File: src/shared/tcomp_cfg.svh
/*
 Offsets, field positions, reset values and timing counts for the
 temperature compensation control block. Assumes a 200 MHz MCLK_I.
*/
// Functional notes
// - Hold cold curvature coefficient as an eight-bit unsigned register.
// - Coefficient is magnitude in ppm per degree squared times 2048.
// - Power-up loads a factory preset; host may overwrite it later.
// - Bit 7 of gain register enables sensing, conversion, final trim update.
// - Sensing enable resets to zero, disabled.
// - Sensing disabled: oscillator trim comes from initial trim values.
// - Enable set starts cycle of two conversions, average stored.
// - Bit 6 enables battery-mode sensing; zero means none on battery.
// - Battery below threshold forces battery compensation off.
// - Bit 5 picks battery period: zero ten minutes, one one minute.
// - Period select matters only while battery compensation enabled.
// - Conversion window is the same length on battery and main supply.
// - Initial analog trim code zero is +32 ppm, each step one lower.
`ifndef TCOMP_CFG_SVH
`define TCOMP_CFG_SVH
`define COLD_COEF_ADDR 8'h0C
`define SENSE_GAIN_ADDR 8'h0D
`define INIT_TRIM_ADDR 8'h0B
`define FINAL_AT_ADDR 8'h0E
`define FINAL_DT_ADDR 8'h0F
`define TEMP_ADDR 8'h28
`define COEF_SCALE 2048
`define TSE_BIT 7
`define BATTERY_COMP_ENABLE_BIT 6
`define BATTERY_COMP_RATE_BIT 5
`define GAIN_MSB 4
`define COLD_COEF_PRESET 8'h46
`define GAIN_PRESET 5'h00
`define INIT_TRIM_PRESET 8'h20
`define CLK_HZ 200000000
`define CONV_MS 22
`define CONV_CYC ((`CONV_MS * 64'd200000000) / 64'd1000)
`define SHORT_PERIOD_S 60
`define LONG_PERIOD_S 600
`define SHORT_PERIOD_CYC (`SHORT_PERIOD_S * 64'd200000000)
`define LONG_PERIOD_CYC (`LONG_PERIOD_S * 64'd200000000)
`endif

File: src/shared/tcomp_pkg.sv
/*
 Types for the temperature compensation control block.
 Assumes the constants header is included alongside.
*/
package tcomp_pkg;
	typedef struct packed {
		logic [5:0] analog;
		logic [4:0] digital;
	} trim_t;
	typedef enum logic [3:0] {
		ST_IDLE = 4'b0001,
		ST_CONV1 = 4'b0010,
		ST_CONV2 = 4'b0100,
		ST_STORE = 4'b1000
	} conv_state_t;
endpackage

File: src/logic/tcomp_ctrl.sv
/*
 Temperature compensation control: AHB-Lite register slave, sensing
 enables, battery-mode conversion scheduler and trim selection.
 Assumes the analog converter returns raw samples on ADC_DATA_I with a
 done pulse, and that final trim values arrive from a computation block.
*/
// Our own choice: the AHB-Lite slave port.
`timescale 1ns/1ps
`include "tcomp_cfg.svh"
module tcomp_ctrl #(
	parameter logic [63:0] CONV_CYCLES = `CONV_CYC,
	parameter logic [63:0] SHORT_CYCLES = `SHORT_PERIOD_CYC,
	parameter logic [63:0] LONG_CYCLES = `LONG_PERIOD_CYC
) (
	input wire logic MCLK_I,
	input wire logic RESETN_I,
	input wire logic HSEL_I,
	input wire logic [31:0] HADDR_I,
	input wire logic [1:0] HTRANS_I,
	input wire logic HWRITE_I,
	input wire logic [2:0] HSIZE_I,
	input wire logic [31:0] HWDATA_I,
	input wire logic HREADY_I,
	output logic [31:0] HRDATA_O,
	output logic HREADYOUT_O,
	output logic HRESP_O,
	input wire logic ON_BATTERY_I,
	input wire logic VBAT_LOW_I,
	input wire logic [9:0] ADC_DATA_I,
	input wire logic ADC_DONE_I,
	input wire tcomp_pkg::trim_t CALC_TRIM_I,
	output logic SENSOR_ON_O,
	output logic ADC_START_O,
	output logic TRIM_UPDATE_O,
	output tcomp_pkg::trim_t OSC_TRIM_O,
	output logic [7:0] COLD_COEF_O,
	output logic [4:0] GAIN_O
);
	import tcomp_pkg::*;

	logic bat_s1_q, bat_q, low_s1_q, low_q;
	logic [7:0] cold_coef_q, init_trim_q;
	logic [7:0] sense_gain_q;
	logic wr_q;
	logic [7:0] addr_q;
	logic tse_prev_q;
	conv_state_t state_q;
	logic [63:0] conv_cnt_q, period_cnt_q;
	logic [10:0] sum_q;
	logic [9:0] temp_q;
	trim_t final_q;
	logic [31:0] rdata_q;
	logic [63:0] period_len;
	logic temp_sense_enable, battery_comp_enable_eff, start_req, sensing_allowed, take;

	// Pins from other domains are synchronised twice
	always_ff @(posedge MCLK_I) begin
		if (!RESETN_I) begin
			bat_s1_q <= 1'b0;
			bat_q <= 1'b0;
			low_s1_q <= 1'b0;
			low_q <= 1'b0;
		end else begin
			bat_s1_q <= ON_BATTERY_I;
			bat_q <= bat_s1_q;
			low_s1_q <= VBAT_LOW_I;
			low_q <= low_s1_q;
		end
	end

	// Address phase capture, always zero wait states
	assign take = HSEL_I && HREADY_I && HTRANS_I[1];
	always_ff @(posedge MCLK_I) begin
		if (!RESETN_I) begin
			wr_q <= 1'b0;
			addr_q <= 8'h00;
		end else begin
			wr_q <= take && HWRITE_I;
			addr_q <= HADDR_I[9:2];
		end
	end
	assign HREADYOUT_O = 1'b1;
	assign HRESP_O = 1'b0;

	// Cold coefficient with preset, host writable
	// Stored as scaled magnitude, no conversion here
	always_ff @(posedge MCLK_I) begin
		if (!RESETN_I) begin
			cold_coef_q <= `COLD_COEF_PRESET;
		end else if (wr_q && addr_q == `COLD_COEF_ADDR) begin
			cold_coef_q <= HWDATA_I[7:0];
		end
	end

	// Control and gain; enables reset to zero
	// Battery enable and rate default zero
	always_ff @(posedge MCLK_I) begin
		if (!RESETN_I) begin
			sense_gain_q <= {3'h0, `GAIN_PRESET};
		end else if (wr_q && addr_q == `SENSE_GAIN_ADDR) begin
			sense_gain_q <= HWDATA_I[7:0];
		end
	end

	// Initial trim; analog code zero means +32 ppm
	always_ff @(posedge MCLK_I) begin
		if (!RESETN_I) begin
			init_trim_q <= `INIT_TRIM_PRESET;
		end else if (wr_q && addr_q == `INIT_TRIM_ADDR) begin
			init_trim_q <= HWDATA_I[7:0];
		end
	end

	assign temp_sense_enable = sense_gain_q[`TSE_BIT];
	assign battery_comp_enable_eff = sense_gain_q[`BATTERY_COMP_ENABLE_BIT] && !low_q;
	// Main supply needs only the sense enable
	assign sensing_allowed = temp_sense_enable && (!bat_q || battery_comp_enable_eff);
	assign period_len = sense_gain_q[`BATTERY_COMP_RATE_BIT] ? SHORT_CYCLES : LONG_CYCLES;

	// Battery period timer runs only with battery enable
	always_ff @(posedge MCLK_I) begin
		if (!RESETN_I) begin
			period_cnt_q <= 64'h0;
		end else if (!(bat_q && battery_comp_enable_eff && temp_sense_enable) || period_cnt_q >= period_len - 64'h1) begin
			period_cnt_q <= 64'h0;
		end else begin
			period_cnt_q <= period_cnt_q + 64'h1;
		end
	end

	// Rising sense enable or battery period starts a cycle
	always_ff @(posedge MCLK_I) begin
		if (!RESETN_I) begin
			tse_prev_q <= 1'b0;
		end else begin
			tse_prev_q <= temp_sense_enable;
		end
	end
	assign start_req = sensing_allowed && ((temp_sense_enable && !tse_prev_q) ||
		(bat_q && period_cnt_q == period_len - 64'h1));

	// Two conversions then average; one window length
	always_ff @(posedge MCLK_I) begin
		if (!RESETN_I) begin
			state_q <= ST_IDLE;
			conv_cnt_q <= 64'h0;
			sum_q <= 11'h000;
			temp_q <= 10'h000;
		end else if (!sensing_allowed) begin
			state_q <= ST_IDLE;
			conv_cnt_q <= 64'h0;
		end else begin
			case (state_q)
				ST_IDLE: begin
					if (start_req) begin
						state_q <= ST_CONV1;
						conv_cnt_q <= 64'h0;
						sum_q <= 11'h000;
					end
				end
				ST_CONV1, ST_CONV2: begin
					conv_cnt_q <= conv_cnt_q + 64'h1;
					// Window ends on done pulse or timeout, whichever first
					if (ADC_DONE_I || conv_cnt_q >= CONV_CYCLES - 64'h1) begin
						sum_q <= sum_q + {1'b0, ADC_DATA_I};
						conv_cnt_q <= 64'h0;
						state_q <= (state_q == ST_CONV1) ? ST_CONV2 : ST_STORE;
					end
				end
				ST_STORE: begin
					temp_q <= sum_q[10:1];
					state_q <= ST_IDLE;
				end
				default: state_q <= ST_IDLE;
			endcase
		end
	end
	assign ADC_START_O = (state_q == ST_CONV1 || state_q == ST_CONV2) && conv_cnt_q == 64'h0;
	assign SENSOR_ON_O = state_q != ST_IDLE;
	assign TRIM_UPDATE_O = state_q == ST_STORE;

	// Final trims change only at the end of a cycle
	always_ff @(posedge MCLK_I) begin
		if (!RESETN_I) begin
			final_q <= '0;
		end else if (state_q == ST_STORE && sensing_allowed) begin
			final_q <= CALC_TRIM_I;
		end
	end

	// Sensing off selects the initial trims
	always_ff @(posedge MCLK_I) begin
		if (!RESETN_I) begin
			OSC_TRIM_O <= '0;
			COLD_COEF_O <= 8'h00;
			GAIN_O <= 5'h00;
		end else begin
			OSC_TRIM_O <= temp_sense_enable ? final_q :
				'{analog: init_trim_q[5:0], digital: {3'h0, init_trim_q[7:6]}};
			COLD_COEF_O <= cold_coef_q;
			GAIN_O <= sense_gain_q[`GAIN_MSB:0];
		end
	end

	// Read mux; unmapped words read zero
	always_ff @(posedge MCLK_I) begin
		if (!RESETN_I) begin
			rdata_q <= 32'h0;
		end else if (take && !HWRITE_I) begin
			case (HADDR_I[9:2])
				`COLD_COEF_ADDR: rdata_q <= {24'h0, cold_coef_q};
				`SENSE_GAIN_ADDR: rdata_q <= {24'h0, sense_gain_q};
				`INIT_TRIM_ADDR: rdata_q <= {24'h0, init_trim_q};
				`FINAL_AT_ADDR: rdata_q <= {26'h0, final_q.analog};
				`FINAL_DT_ADDR: rdata_q <= {27'h0, final_q.digital};
				`TEMP_ADDR: rdata_q <= {22'h0, temp_q};
				default: rdata_q <= 32'h0;
			endcase
		end
	end
	assign HRDATA_O = rdata_q;
endmodule

File: config.mk
export PLATFORM = sky130hd
export DESIGN_NAME = tcomp_ctrl
export DESIGN_NICKNAME = d
export VERILOG_FILES = /design/src/shared/tcomp_pkg.sv /design/src/logic/tcomp_ctrl.sv
export VERILOG_INCLUDE_DIRS = /design/src /design/src/shared
export SDC_FILE = /design/constraint.sdc
export NUM_CORES = 1
export LEC_CHECK = 0
export ABC_AREA = 1
export BUFFER_PORTS_ARGS = -buffer_cell sky130_fd_sc_hd__buf_2
export CORE_ASPECT_RATIO = 0.6
export CORE_MARGIN = 3
export CORE_UTILIZATION = 43
export CTS_CLUSTER_DIAMETER = 40
export DETAILED_ROUTE_END_ITERATION = 8
export RECOVER_POWER = 50
export SLEW_MARGIN = 20
export SYNTH_ARGS = -nofsm -noshare
export SYNTH_HDL_FRONTEND = slang
export SYNTH_SLANG_ARGS = --single-unit
File: constraint.sdc
create_clock -name MCLK_I -period 2.3 [get_ports MCLK_I]
set_input_delay 0.115 -clock MCLK_I [delete_from_list [all_inputs] [get_ports MCLK_I]]
set_output_delay 0.115 -clock MCLK_I [all_outputs]
set_load 0.01 [all_outputs]
==> impl_results.md, run 1 <==
* Post-synth ARST share at 0
* Cell accounting for the most synthesized area: dfxtp_1
* Largest net degree at the start of global routing at 72
* Max cap viols at 0
* Post-synthesis compound-gate area fraction at 0.0918
* Hold Vio Cnt, Final at 0
* DIE AREA at roughly 27,000 um^2
* Fin crit period at between 2000 and 2500 ps
* Placed insts at 1,840
* Initial DRT Pass Iterations at 6
* I/O pin cnt at 159
* Commonest non-fill, non-tap cells in the layout: dfxtp_1 (235), nand2_1 (233), nor2_1 (193), inv_1 (191), a21oi_1 (91)
* Crit end category: flip-flop
* RSZ-0062 raised after global routing: true
* Worst VDD drop at just under 0.0004 V
* TritonCTS clock tree: yes
* Synthesized netlist cell count at 1,434
* Top cells by area, synth: dfxtp_1 (44%), nand2_1 (8.5%), inv_1 (6.9%), nor2_1 (6.9%), a21oi_1 (4.3%)
* PwrDens at 673 nW/um^2
* Core area at around 24,000 um^2
* Post-Syn Area at between 10,000 and 15,000 um^2
* Top-area cell type share of the netlist area at 0.444
* YS warnings at 0
* Period utilization at 0.968
* # clock sinks at 236
* Worst-path fanout max at 8
* DR WL/cell at 14.2 um
* Seq cells post-synth at 236
* Final hold slack at approximately 64 ps
* Die H at 128 um
* Worst-path cell chain: buf_2, ha_1, nand4_1, nor2_1, nand2_1, nor2_2, nand2_2, nand2_4, nand3_4, nand2_8, clkbuf_16, nor3b_1
* Required @ worst endpoint at roughly 2700 ps
* Routability cong. at between 0.9 and 1
* Clock Skew at 13.8 ps
* Initial Utilization at 0.449
* Post-synth EDFFs at 0
* Clock Tree Root: clkbuf_16
* Global-route wire length before repair at 43.4 mm
* Vias per cell at ~4.8
* Leakage at around 0.0054 uW
* Antenna Diode Count at 0
* TritonCTS Buffers at 27
* CTS max path bufs at 3
* Initial antenna violation count at 0
* Final WL at 27.5 mm
* Fill count at 2,268
* Mean Syn Cell Area at 7.43 um^2
* Setup Viol. Count Final at 0
* Synth cell types at 42
* Critical path class: flip-flop to flip-flop
* Xor/xnor share of the synthesized area at 0.0411
* Fin. max-slew vios at 0
* CTS clock-pin slew for the worst setup and hold paths at 70 ps
* Syn-to-layout area delta at 22.5%
* Most common cell after layout, fill and taps aside: dfxtp_1
* Post-synthesis sequential area ratio at 0.444
* Vias in the first global route at between 8,000 and 9,000
* Post-detail-place hpwl at 19.3 mm
* Worst EP arrival at 2660 ps
* DR DRC count at 0
* Slew margin rel. at 0.436
* Synth Area in Adders at 0.0383
* Mux share of post-synthesis cell area at 0
* Via count at 9,385
* Final nets at 1,731
* Share of cells above drive strength 1 at 0.120
* Slowest cell on crit path: dfxtp_4
* Die Width at between 200 and 250 um
* Status: finished clean
* GRT Total Usage at 0.198
* Simple-gate portion of the synthesized area at 0.275
* Clock latency on the worst-skew pair at 540 ps
* HP Class: input port to flip-flop
* Synth Flop Type: dfxtp_1
* CP Launch Type: flip-flop
* Largest stage delay on the critical path at 370 ps
* ANT nets after route at 0
* FMAX at 449 MHz
* Main combinational cell family by area after synthesis: simple AND/OR/NAND/NOR gates
* 1st-iter DRT viols at 750
* H-tree level count at 1
* GR Overflow Total at 0
* Worst slew pin tran at 847 ps
* Post-Layout Cell Count at 1,936
* Port bufs at between 80 and 90
* Placement Rows at 43
==> cells by family (layout without fill, tap and decap cells) <==
kind of cell             Yosys count  after routing
AO/OA/AOI/OAI                    181            181
XOR/XNOR                          50             50
adder cells (fa/ha/maj)           32             32
buffers and inverters            271            409
flip-flops                       236            236
other                              2             50
AND/OR/NAND/NOR                  662            663
==> synth_stat cells (all sizes together) (3+ instances only) <==
library cell / count
nand2: 249
a21oi: 92
nor3: 69
inv: 199
nand4: 42
buf: 48
xor2: 38
nor4: 8
nand3: 76
xnor2: 12
o2111ai: 3
nor2: 205
ha: 31
or2: 4
o211ai: 8
nor3b: 5
clkbuf: 20
o21ai: 70
dfxtp: 236
clkinv: 4
==> flip-flops by register name (all words and copies together), names as in the netlist <==
| signal | cells |
|---|---|
| low_s1_q | 1 |
| OSC_TRIM_O | 11 |
| low_q | 1 |
| GAIN_O | 5 |
| HRDATA_O | 10 |
| cold_coef_q | 8 |
| tse_prev_q | 1 |
| conv_cnt_q | 64 |
| final_q | 11 |
| COLD_COEF_O | 8 |
| period_cnt_q | 64 |
| addr_q | 8 |
| state_q | 4 |
| init_trim_q | 8 |
| sum_q | 11 |
| sense_gain_q | 8 |
| bat_s1_q | 1 |
| wr_q | 1 |
| bat_q | 1 |
| temp_q | 10 |
==> where the power goes <==
part / internal [uW] / switching [uW]
logic: 105 / 147
clock network: 2580 / 1810
registers: 4130 / 13.6
total: 6810 / 1970
==> critical path, delay by kind of cell, from the launching register on <==
family	cells	cell delay, ps
simple gates	9	1110
flops	1	370
buf+inv	2	340
fa+ha+maj	1	280
==> worst paths after layout <==
path              startpoint              to  slack, ps  cells after the start
max          sense_gain_q[5]  conv_cnt_q[55]         70                     12
min            ADC_DATA_I[0]        sum_q[0]         60                      6
max reg2reg  sense_gain_q[5]  conv_cnt_q[55]         70                     12
min reg2reg         low_s1_q           low_q        420                      2
==> timing repair <==
item,4_1_cts,5_1_grt
pin swaps,0,17
gates cloned,0,6
setup endpoints to repair,1,68
gates resized for setup,5,41
endpoints found under the hold margin,49,0
setup buffers,0,9
hold buffers,32,0
==> metal layers <==
| metal | routed length, um | GRT usage |
|---|---|---|
| met4 | 482 | 0.0421 |
| met3 | 2480 | 0.0518 |
| met5 | 0 | 0 |
| met2 | 10000 | 0.249 |
| met1 | 14500 | 0.325 |
==> stage by stage <==
stage / utilization / total power, uW / worst slack, ps / instance area [um^2] / TNS [ps]
floorplan: - / 4380 / 147 / 10800 / 0
global placement: 0.485 / 4440 / 160 / 11500 / 0
detailed placement: 0.485 / 4440 / 91.2 / 11500 / 0
CTS: 0.538 / 8880 / 24.2 / 12800 / 0
global route: 0.550 / 9100 / -42.0 / 13000 / -1160
finish: 0.550 / 8780 / 72.6 / 13000 / 0
==> area by class of cell <==
| class | instances | area, um^2 | area share |
|---|---|---|---|
| repair buffers | 157 | 1110 | 0.0854 |
| multi-input cells | 976 | 5120 | 0.393 |
| inverters | 203 | 769 | 0.0590 |
| well taps | 315 | 394 | 0.0302 |
| clock inverters | 15 | 166 | 0.0128 |
| clock buffers | 34 | 752 | 0.0576 |
| flip-flops and latches | 236 | 4730 | 0.362 |
Note: power is estimated with default switching activity, not from simulation.
==> run 2, diff against run 1 <==
CORE_UTILIZATION = 57   (was 43)
PLACE_DENSITY = 0.8   (was default)
==> impl_results.md, run 2 (synthesis results as in run 1) <==
* Status: complete, but fails checks (was finished clean)
* Failing checks: max-capacitance violations, max-slew violations
* Vias in the first global route at 8,980 (was 8,333)
* Largest stage delay on the critical path at 330 ps (was 370 ps)
* Required @ worst endpoint at 2700 ps (was 2730 ps)
* Die Width at 182 um (was 209 um)
* HP Class: input port to flip-flop (unchanged)
* Antenna Diode Count at 0 (unchanged)
* Largest net degree at the start of global routing at 66 (was 72)
* Clock latency on the worst-skew pair at 520 ps (was 540 ps)
* Clock share of power at 0.473 (was 0.500)
* Cell family with the largest share of critical-path delay: simple AND/OR/NAND/NOR gates (unchanged)
* Routability cong. at 0.963 (was 0.939)
* Worst slew pin tran at 1530 ps (was 847 ps)
* Critical path class: flip-flop to flip-flop (unchanged)
* DIE AREA at 20,400 um^2 (was 26,700 um^2)
* Via count at 9,702 (was 9,385)
* ANT nets after route at 0 (unchanged)
* Initial antenna violation count at 0 (unchanged)
* Worst EP arrival at 2600 ps (was 2660 ps)
* 1st-iter DRT viols at 1,262 (was 750)
* Slowest cell on crit path: dfxtp_1 (was dfxtp_4)
* Placed insts at 1,763 (was 1,840)
* FMAX at 456 MHz (was 449 MHz)
* Setup crit start: sense_gain_q[5] (unchanged)
* GR Overflow Total at 0 (unchanged)
* Comb power frac at 0.032 (was 0.029)
* TritonCTS clock tree: yes (unchanged)
* R2R cell count at 13 (was 12)
* Flop pwr share at 0.495 (was 0.472)
* Net load switching power at 1810 uW (was 1970 uW)
* Final nets at 1,715 (was 1,731)
* Crit path buf inv count at 3 (was 2)
* Clock Tree Root: clkbuf_16 (unchanged)
* Worst-path fanout max at 11 (was 8)
* Initial DRT Pass Iterations at 6 (unchanged)
* Sw frac at 0.216 (was 0.225)
* Regs by FF count: conv_cnt_q: 64 flops, period_cnt_q: 64 flops (unchanged)
* H-tree level count at 1 (unchanged)
* CTS max path bufs at 3 (unchanged)
* GRT Total Usage at 0.257 (was 0.198)
* Most common cell after layout, fill and taps aside: nand2_1 (was dfxtp_1)
* Fill count at 1,474 (was 2,268)
* Reg-to-Reg End: sum_q[5] (was conv_cnt_q[55])
* Crit end category: flip-flop (unchanged)
* CTS clock-pin slew for the worst setup and hold paths at 60 ps (was 70 ps)
* Vias per cell at 5.27 (was 4.85)
* Slew margin rel. at -0.0173 (was 0.436)
* PwrDens at 667 nW/um^2 (was 673 nW/um^2)
* Dpl ws at 104 ps (was 91.2 ps)
* I/O pin cnt at 159 (unchanged)
* Port bufs at 82 (unchanged)
* Setup Viol. Count Final at 0 (unchanged)
* Worst VDD drop at 0.000523 V (was 0.000393 V)
* TritonCTS Buffers at 24 (was 27)
* Hold path depth at 6 (unchanged)
* Tot Pwr at 8370 uW (was 8780 uW)
* Int Power at 6560 uW (was 6810 uW)
* Hold_sp: ADC_DATA_I[0] (unchanged)
* Share of cells above drive strength 1 at 0.0931 (was 0.120)
* Leakage at 0.00525 uW (was 0.00539 uW)
* Core area at 18,200 um^2 (was 23,700 um^2)
* Final WL at 27.2 mm (was 27.5 mm)
* Worst R2R Start: sense_gain_q[5] (unchanged)
* Fin crit period at 2190 ps (was 2230 ps)
* Max cap viols at 1 (was 0)
* Period utilization at 0.954 (was 0.968)
* Fin util at 0.689 (was 0.550)
* Post-Layout Cell Count at 1,841 (was 1,936)
* Fin. max-slew vios at 41 (was 0)
* Hold Vio Cnt, Final at 0 (unchanged)
* Die H at 112 um (was 128 um)
* DR DRC count at 0 (unchanged)
* Post-detail-place hpwl at 18.5 mm (was 19.3 mm)
* End of the worst hold path: sum_q[0] (unchanged)
* Reg-to-reg setup timing slack at 110 ps (was 70 ps)
* Worst-path cell chain: buf_6, ha_1, nand4_1, nor2_2, nand2_2, nor2_2, nand2_2, a31oi_4, buf_12, buf_6, nand3_1, nand2_1, nor2_1 (was buf_2, ha_1, nand4_1, nor2_1, nand2_1, nor2_2, nand2_2, nand2_4, nand3_4, nand2_8, clkbuf_16, nor3b_1)
* # clock sinks at 236 (unchanged)
* DR WL/cell at 14.8 um (was 14.2 um)
* CP Launch Type: flip-flop (unchanged)
* Initial Utilization at 0.585 (was 0.449)
* Setup ws final at 107 ps (was 72.6 ps)
* Global-route wire length before repair at 44.1 mm (was 43.4 mm)
* Clock Skew at 10.6 ps (was 13.8 ps)
* Syn-to-layout area delta at 17.9% (was 22.5%)
* Commonest non-fill, non-tap cells in the layout: nand2_1 (241), dfxtp_1 (236), nor2_1 (197), inv_1 (195), a21oi_1 (89) (was dfxtp_1 (235), nand2_1 (233), nor2_1 (193), inv_1 (191), a21oi_1 (91))
* Placement Rows at 38 (was 43)
==> run 2: stage by stage <==
stage                     setup TNS (ps)  hold slack (ps)  instance area (um^2)
after global routing               -41.0              103                 12600
final                                  0             88.2                 12600
after CTS                              0             74.6                 12500
after floorplan                        0              208                 10800
after global placement                 0              312                 11400
after detailed placement               0              311                 11400
==> run 2: worst max path at each step <==
stage	to	depth (start not counted)
after floorplan	conv_cnt_q[16]	12
after global placement	sum_q[9]	12
after detailed placement	sum_q[9]	12
after CTS	ADC_START_O	8
after global routing	ADC_START_O	8
final	sum_q[5]	13
==> run 2: worst reg2reg max path: stages, from the launching register on <==
cell and delay [ps]:
dfxtp_1 330, buf_6 150, ha_1 330, nand4_1 150, nor2_2 170, nand2_2 70
nor2_2 110, nand2_2 100, a31oi_4 200, buf_12 150, buf_6 110, nand3_1 60
nand2_1 80, nor2_1 70
==> run 2: area by class of cell <==
class / count / area (um^2) / share of cell area
multi-input cells: 976 / 4970 / 0.396
flip-flops and latches: 236 / 4720 / 0.376
repair buffers: 144 / 981 / 0.0782
inverters: 203 / 764 / 0.0609
clock buffers: 31 / 678 / 0.0540
well taps: 240 / 300 / 0.0239
clock inverters: 11 / 130 / 0.0104
==> run 2: metal layers <==
layer  global-route usage  routed length, um  vias to the layer above  share of wire
li1                     -                  -                     4826              -
met1                0.383              12700                     4377           0.47
met2                0.375              11000                      444           0.40
met3               0.0679               2950                       55           0.11
met4               0.0563                575                        0          0.021
met5                    0                  0                        -              0
==> run 2: power groups by stage <==
| stage | logic (uW) | registers (uW) | clock network, uW |
|---|---|---|---|
| 2_1_floorplan | 150 | 4230 | 0 |
| 3_3_place_gp | 201 | 4230 | 0 |
| 3_5_place_dp | 206 | 4230 | 0 |
| 4_1_cts | 250 | 4140 | 4020 |
| 5_1_grt | 288 | 4140 | 4200 |
| 6_report | 264 | 4140 | 3960 |
==> run 2: timing repair <==
item / CTS / global route
buffers inserted: 0 / 2
endpoints found under the setup margin: 0 / 71
hold buffers: 32 / 0
resized for setup: 0 / 12
endpoints found under the hold margin: 49 / 0
==> run 3, diff against run 2 <==
clock period = 2.05 ns   (was 2.3 ns; I/O delays follow)
==> impl_results.md, run 3 (synthesis results as in run 1) <==
* Setup ws final at -267 ps (was 107 ps)
* Critical path class: flip-flop to flip-flop (unchanged)
* Status: complete, but fails checks (unchanged)
* Fin util at 0.730 (was 0.689)
* Area of the multi-input gates at 5350 um^2 (was 4970 um^2)
* Commonest non-fill, non-tap cells in the layout: dfxtp_1 (233), nand2_1 (228), nor2_1 (193), inv_1 (188), a21oi_1 (84) (was nand2_1 (241), dfxtp_1 (236), nor2_1 (197), inv_1 (195), a21oi_1 (89))
* Clock Skew at 15.5 ps (was 10.6 ps)
* Die Width at 182 um (unchanged)
* Setup Viol. Count Final at 117 (was 0)
* Placement Rows at 38 (unchanged)
* Core area at 18,200 um^2 (unchanged)
* Crit path buf inv count at 3 (unchanged)
* Leakage at 0.00548 uW (was 0.00525 uW)
* Via count at 9,954 (was 9,702)
* Clock latency on the worst-skew pair at 530 ps (was 520 ps)
* CTS clock-pin slew for the worst setup and hold paths at 70 ps (was 60 ps)
* Hold Vio Cnt, Final at 0 (unchanged)
* Clock share of power at 0.488 (was 0.473)
* Vias per cell at 5.31 (was 5.27)
* Syn-to-layout area delta at 24.8% (was 17.9%)
* DR WL/cell at 15.3 um (was 14.8 um)
* Routability cong. at 0.984 (was 0.963)
* Fill count at 1,323 (was 1,474)
* Worst VDD drop at 0.000595 V (was 0.000523 V)
* Slowest cell on crit path: dfxtp_4 (was dfxtp_1)
* Worst-path cell chain: clkinvlp_4, buf_12, ha_4, nand2_2, nor3_4, nand3_2, nor2_2, nand2_2, nand2_4, nand3_4, nand2_8, clkbuf_16, nor3_1 (was buf_6, ha_1, nand4_1, nor2_2, nand2_2, nor2_2, nand2_2, a31oi_4, buf_12, buf_6, nand3_1, nand2_1, nor2_1)
* Register Area at 4730 um^2 (was 4720 um^2)
* Most common cell after layout, fill and taps aside: dfxtp_1 (was nand2_1)
* Worst slew pin tran at 596 ps (was 1530 ps)
* # clock sinks at 236 (unchanged)
* Sw frac at 0.222 (was 0.216)
* Port bufs at 82 (unchanged)
* Comb power frac at 0.031 (was 0.032)
* Most frequent CP cell: nand2_2
* RSZ-0062 raised after global routing: true
* DIE AREA at 20,400 um^2 (unchanged)
* ANT nets after route at 0 (unchanged)
* TritonCTS Buffers at 25 (was 24)
* HP Class: input port to flip-flop (unchanged)
* DR DRC count at 0 (unchanged)
* Initial DRT Pass Iterations at 6 (unchanged)
* CTS max path bufs at 3 (unchanged)
* Fin crit period at 2320 ps (was 2190 ps)
* H-tree level count at 1 (unchanged)
* Required @ worst endpoint at 2440 ps (was 2700 ps)
* Largest stage delay on the critical path at 370 ps (was 330 ps)
* I/O pin cnt at 159 (unchanged)
* GR Overflow Total at 0 (unchanged)
* 1st-iter DRT viols at 1,141 (was 1,262)
* Largest net degree at the start of global routing at 81 (was 66)
* Flop pwr share at 0.481 (was 0.495)
* FMAX at 432 MHz (was 456 MHz)
* Share of cells above drive strength 1 at 0.160 (was 0.0931)
* Period utilization at 1.13 (was 0.954)
* Crit end category: flip-flop (unchanged)
* Final WL at 28.7 mm (was 27.2 mm)
* GRT Total Usage at 0.273 (was 0.257)
* Final nets at 1,749 (was 1,715)
* Int Power at 7520 uW (was 6560 uW)
* Dpl ws at -110 ps (was 104 ps)
* Cell family with the largest share of critical-path delay: simple AND/OR/NAND/NOR gates (unchanged)
* Max cap viols at 0 (was 1)
* Initial antenna violation count at 0 (unchanged)
* Worst-path fanout max at 12 (was 11)
* Failing checks: negative setup slack (was max-capacitance violations, max-slew violations)
* Slew margin rel. at 0.603 (was -0.0173)
* Global-route wire length before repair at 46.2 mm (was 44.1 mm)
* Antenna Diode Count at 0 (unchanged)
* TritonCTS clock tree: yes (unchanged)
* Post-detail-place hpwl at 18.8 mm (was 18.5 mm)
* Regs by FF count: conv_cnt_q: 64 flops, period_cnt_q: 64 flops (unchanged)
* CP Launch Type: flip-flop (unchanged)
* Die H at 112 um (unchanged)
* Worst EP arrival at 2710 ps (was 2600 ps)
* Clock Tree Root: clkbuf_16 (unchanged)
* Fin. max-slew vios at 0 (was 41)
* Initial Utilization at 0.585 (unchanged)
* PwrDens at 727 nW/um^2 (was 667 nW/um^2)
* Vias in the first global route at 9,220 (was 8,980)
* Net load switching power at 2140 uW (was 1810 uW)
run 3: stage by stage:
step / setup TNS (ps) / total power [uW] / hold slack (ps) / cells / instance area [um^2]
finish: -21570 / 9660 / 97.4 / 1876 / 13300
global route: -32470 / 9930 / 120 / 1876 / 13300
CTS: -5260 / 9690 / 64.2 / 1871 / 13200
detailed placement: -5740 / 4980 / 294 / 1787 / 11600
global placement: -8.03 / 4980 / 296 / 1787 / 11600
floorplan: 0 / 4920 / 196 / 1482 / 10800
run 3: layout make-up:
class | instances | share of cell area
multi-input combinational | 975 | 0.402
tap | 240 | 0.0226
timing repair inverter | 1 | 0.000565
sequential | 236 | 0.356
timing repair buffer | 177 | 0.0954
clock inverter | 14 | 0.0139
inverter | 203 | 0.0583
clock buffer | 30 | 0.0508
run 3: power groups by stage:
| stage | clock network [uW] | logic [uW] | registers (uW) |
|---|---|---|---|
| floorplan | 0 | 168 | 4750 |
| global placement | 0 | 226 | 4750 |
| detailed placement | 0 | 230 | 4750 |
| CTS | 4770 | 282 | 4650 |
| global route | 4950 | 329 | 4650 |
| finish | 4710 | 297 | 4650 |
run 3: worst paths after layout:
check / from / to / slack (ps) / cells past startpoint
worst max-delay path: sense_gain_q[5] / conv_cnt_q[52] / -270 / 13
worst min-delay path: ADC_DATA_I[0] / sum_q[0] / 100 / 6
worst max register to register: sense_gain_q[5] / conv_cnt_q[52] / -270 / 13
worst min register to register: bat_s1_q / bat_q / 440 / 2
run 3: per-layer routing:
layer	routed length, um	vias to the layer above	global-route usage
li1	-	4891	-
met1	13100	4483	0.406
met4	646	0	0.0700
met3	3240	69	0.0692
met2	11700	511	0.396
met5	0	-	0
run 3: worst min-delay path, delay by kind of cell:
| kind | cells | cell delay (ps) |
|---|---|---|
| fa+ha+maj | 1 | 130 |
| buf+inv | 1 | 90 |
| simple gates | 4 | 270 |
run 3: timing repair:
item                                    4_1_cts  5_1_grt
hold buffers                                 33        0
buffers inserted                              4        3
endpoints found under the hold margin        57        0
pin swaps                                    18       10
resized for setup                            70       38
cloned                                        3        2
endpoints found under the setup margin       91      126
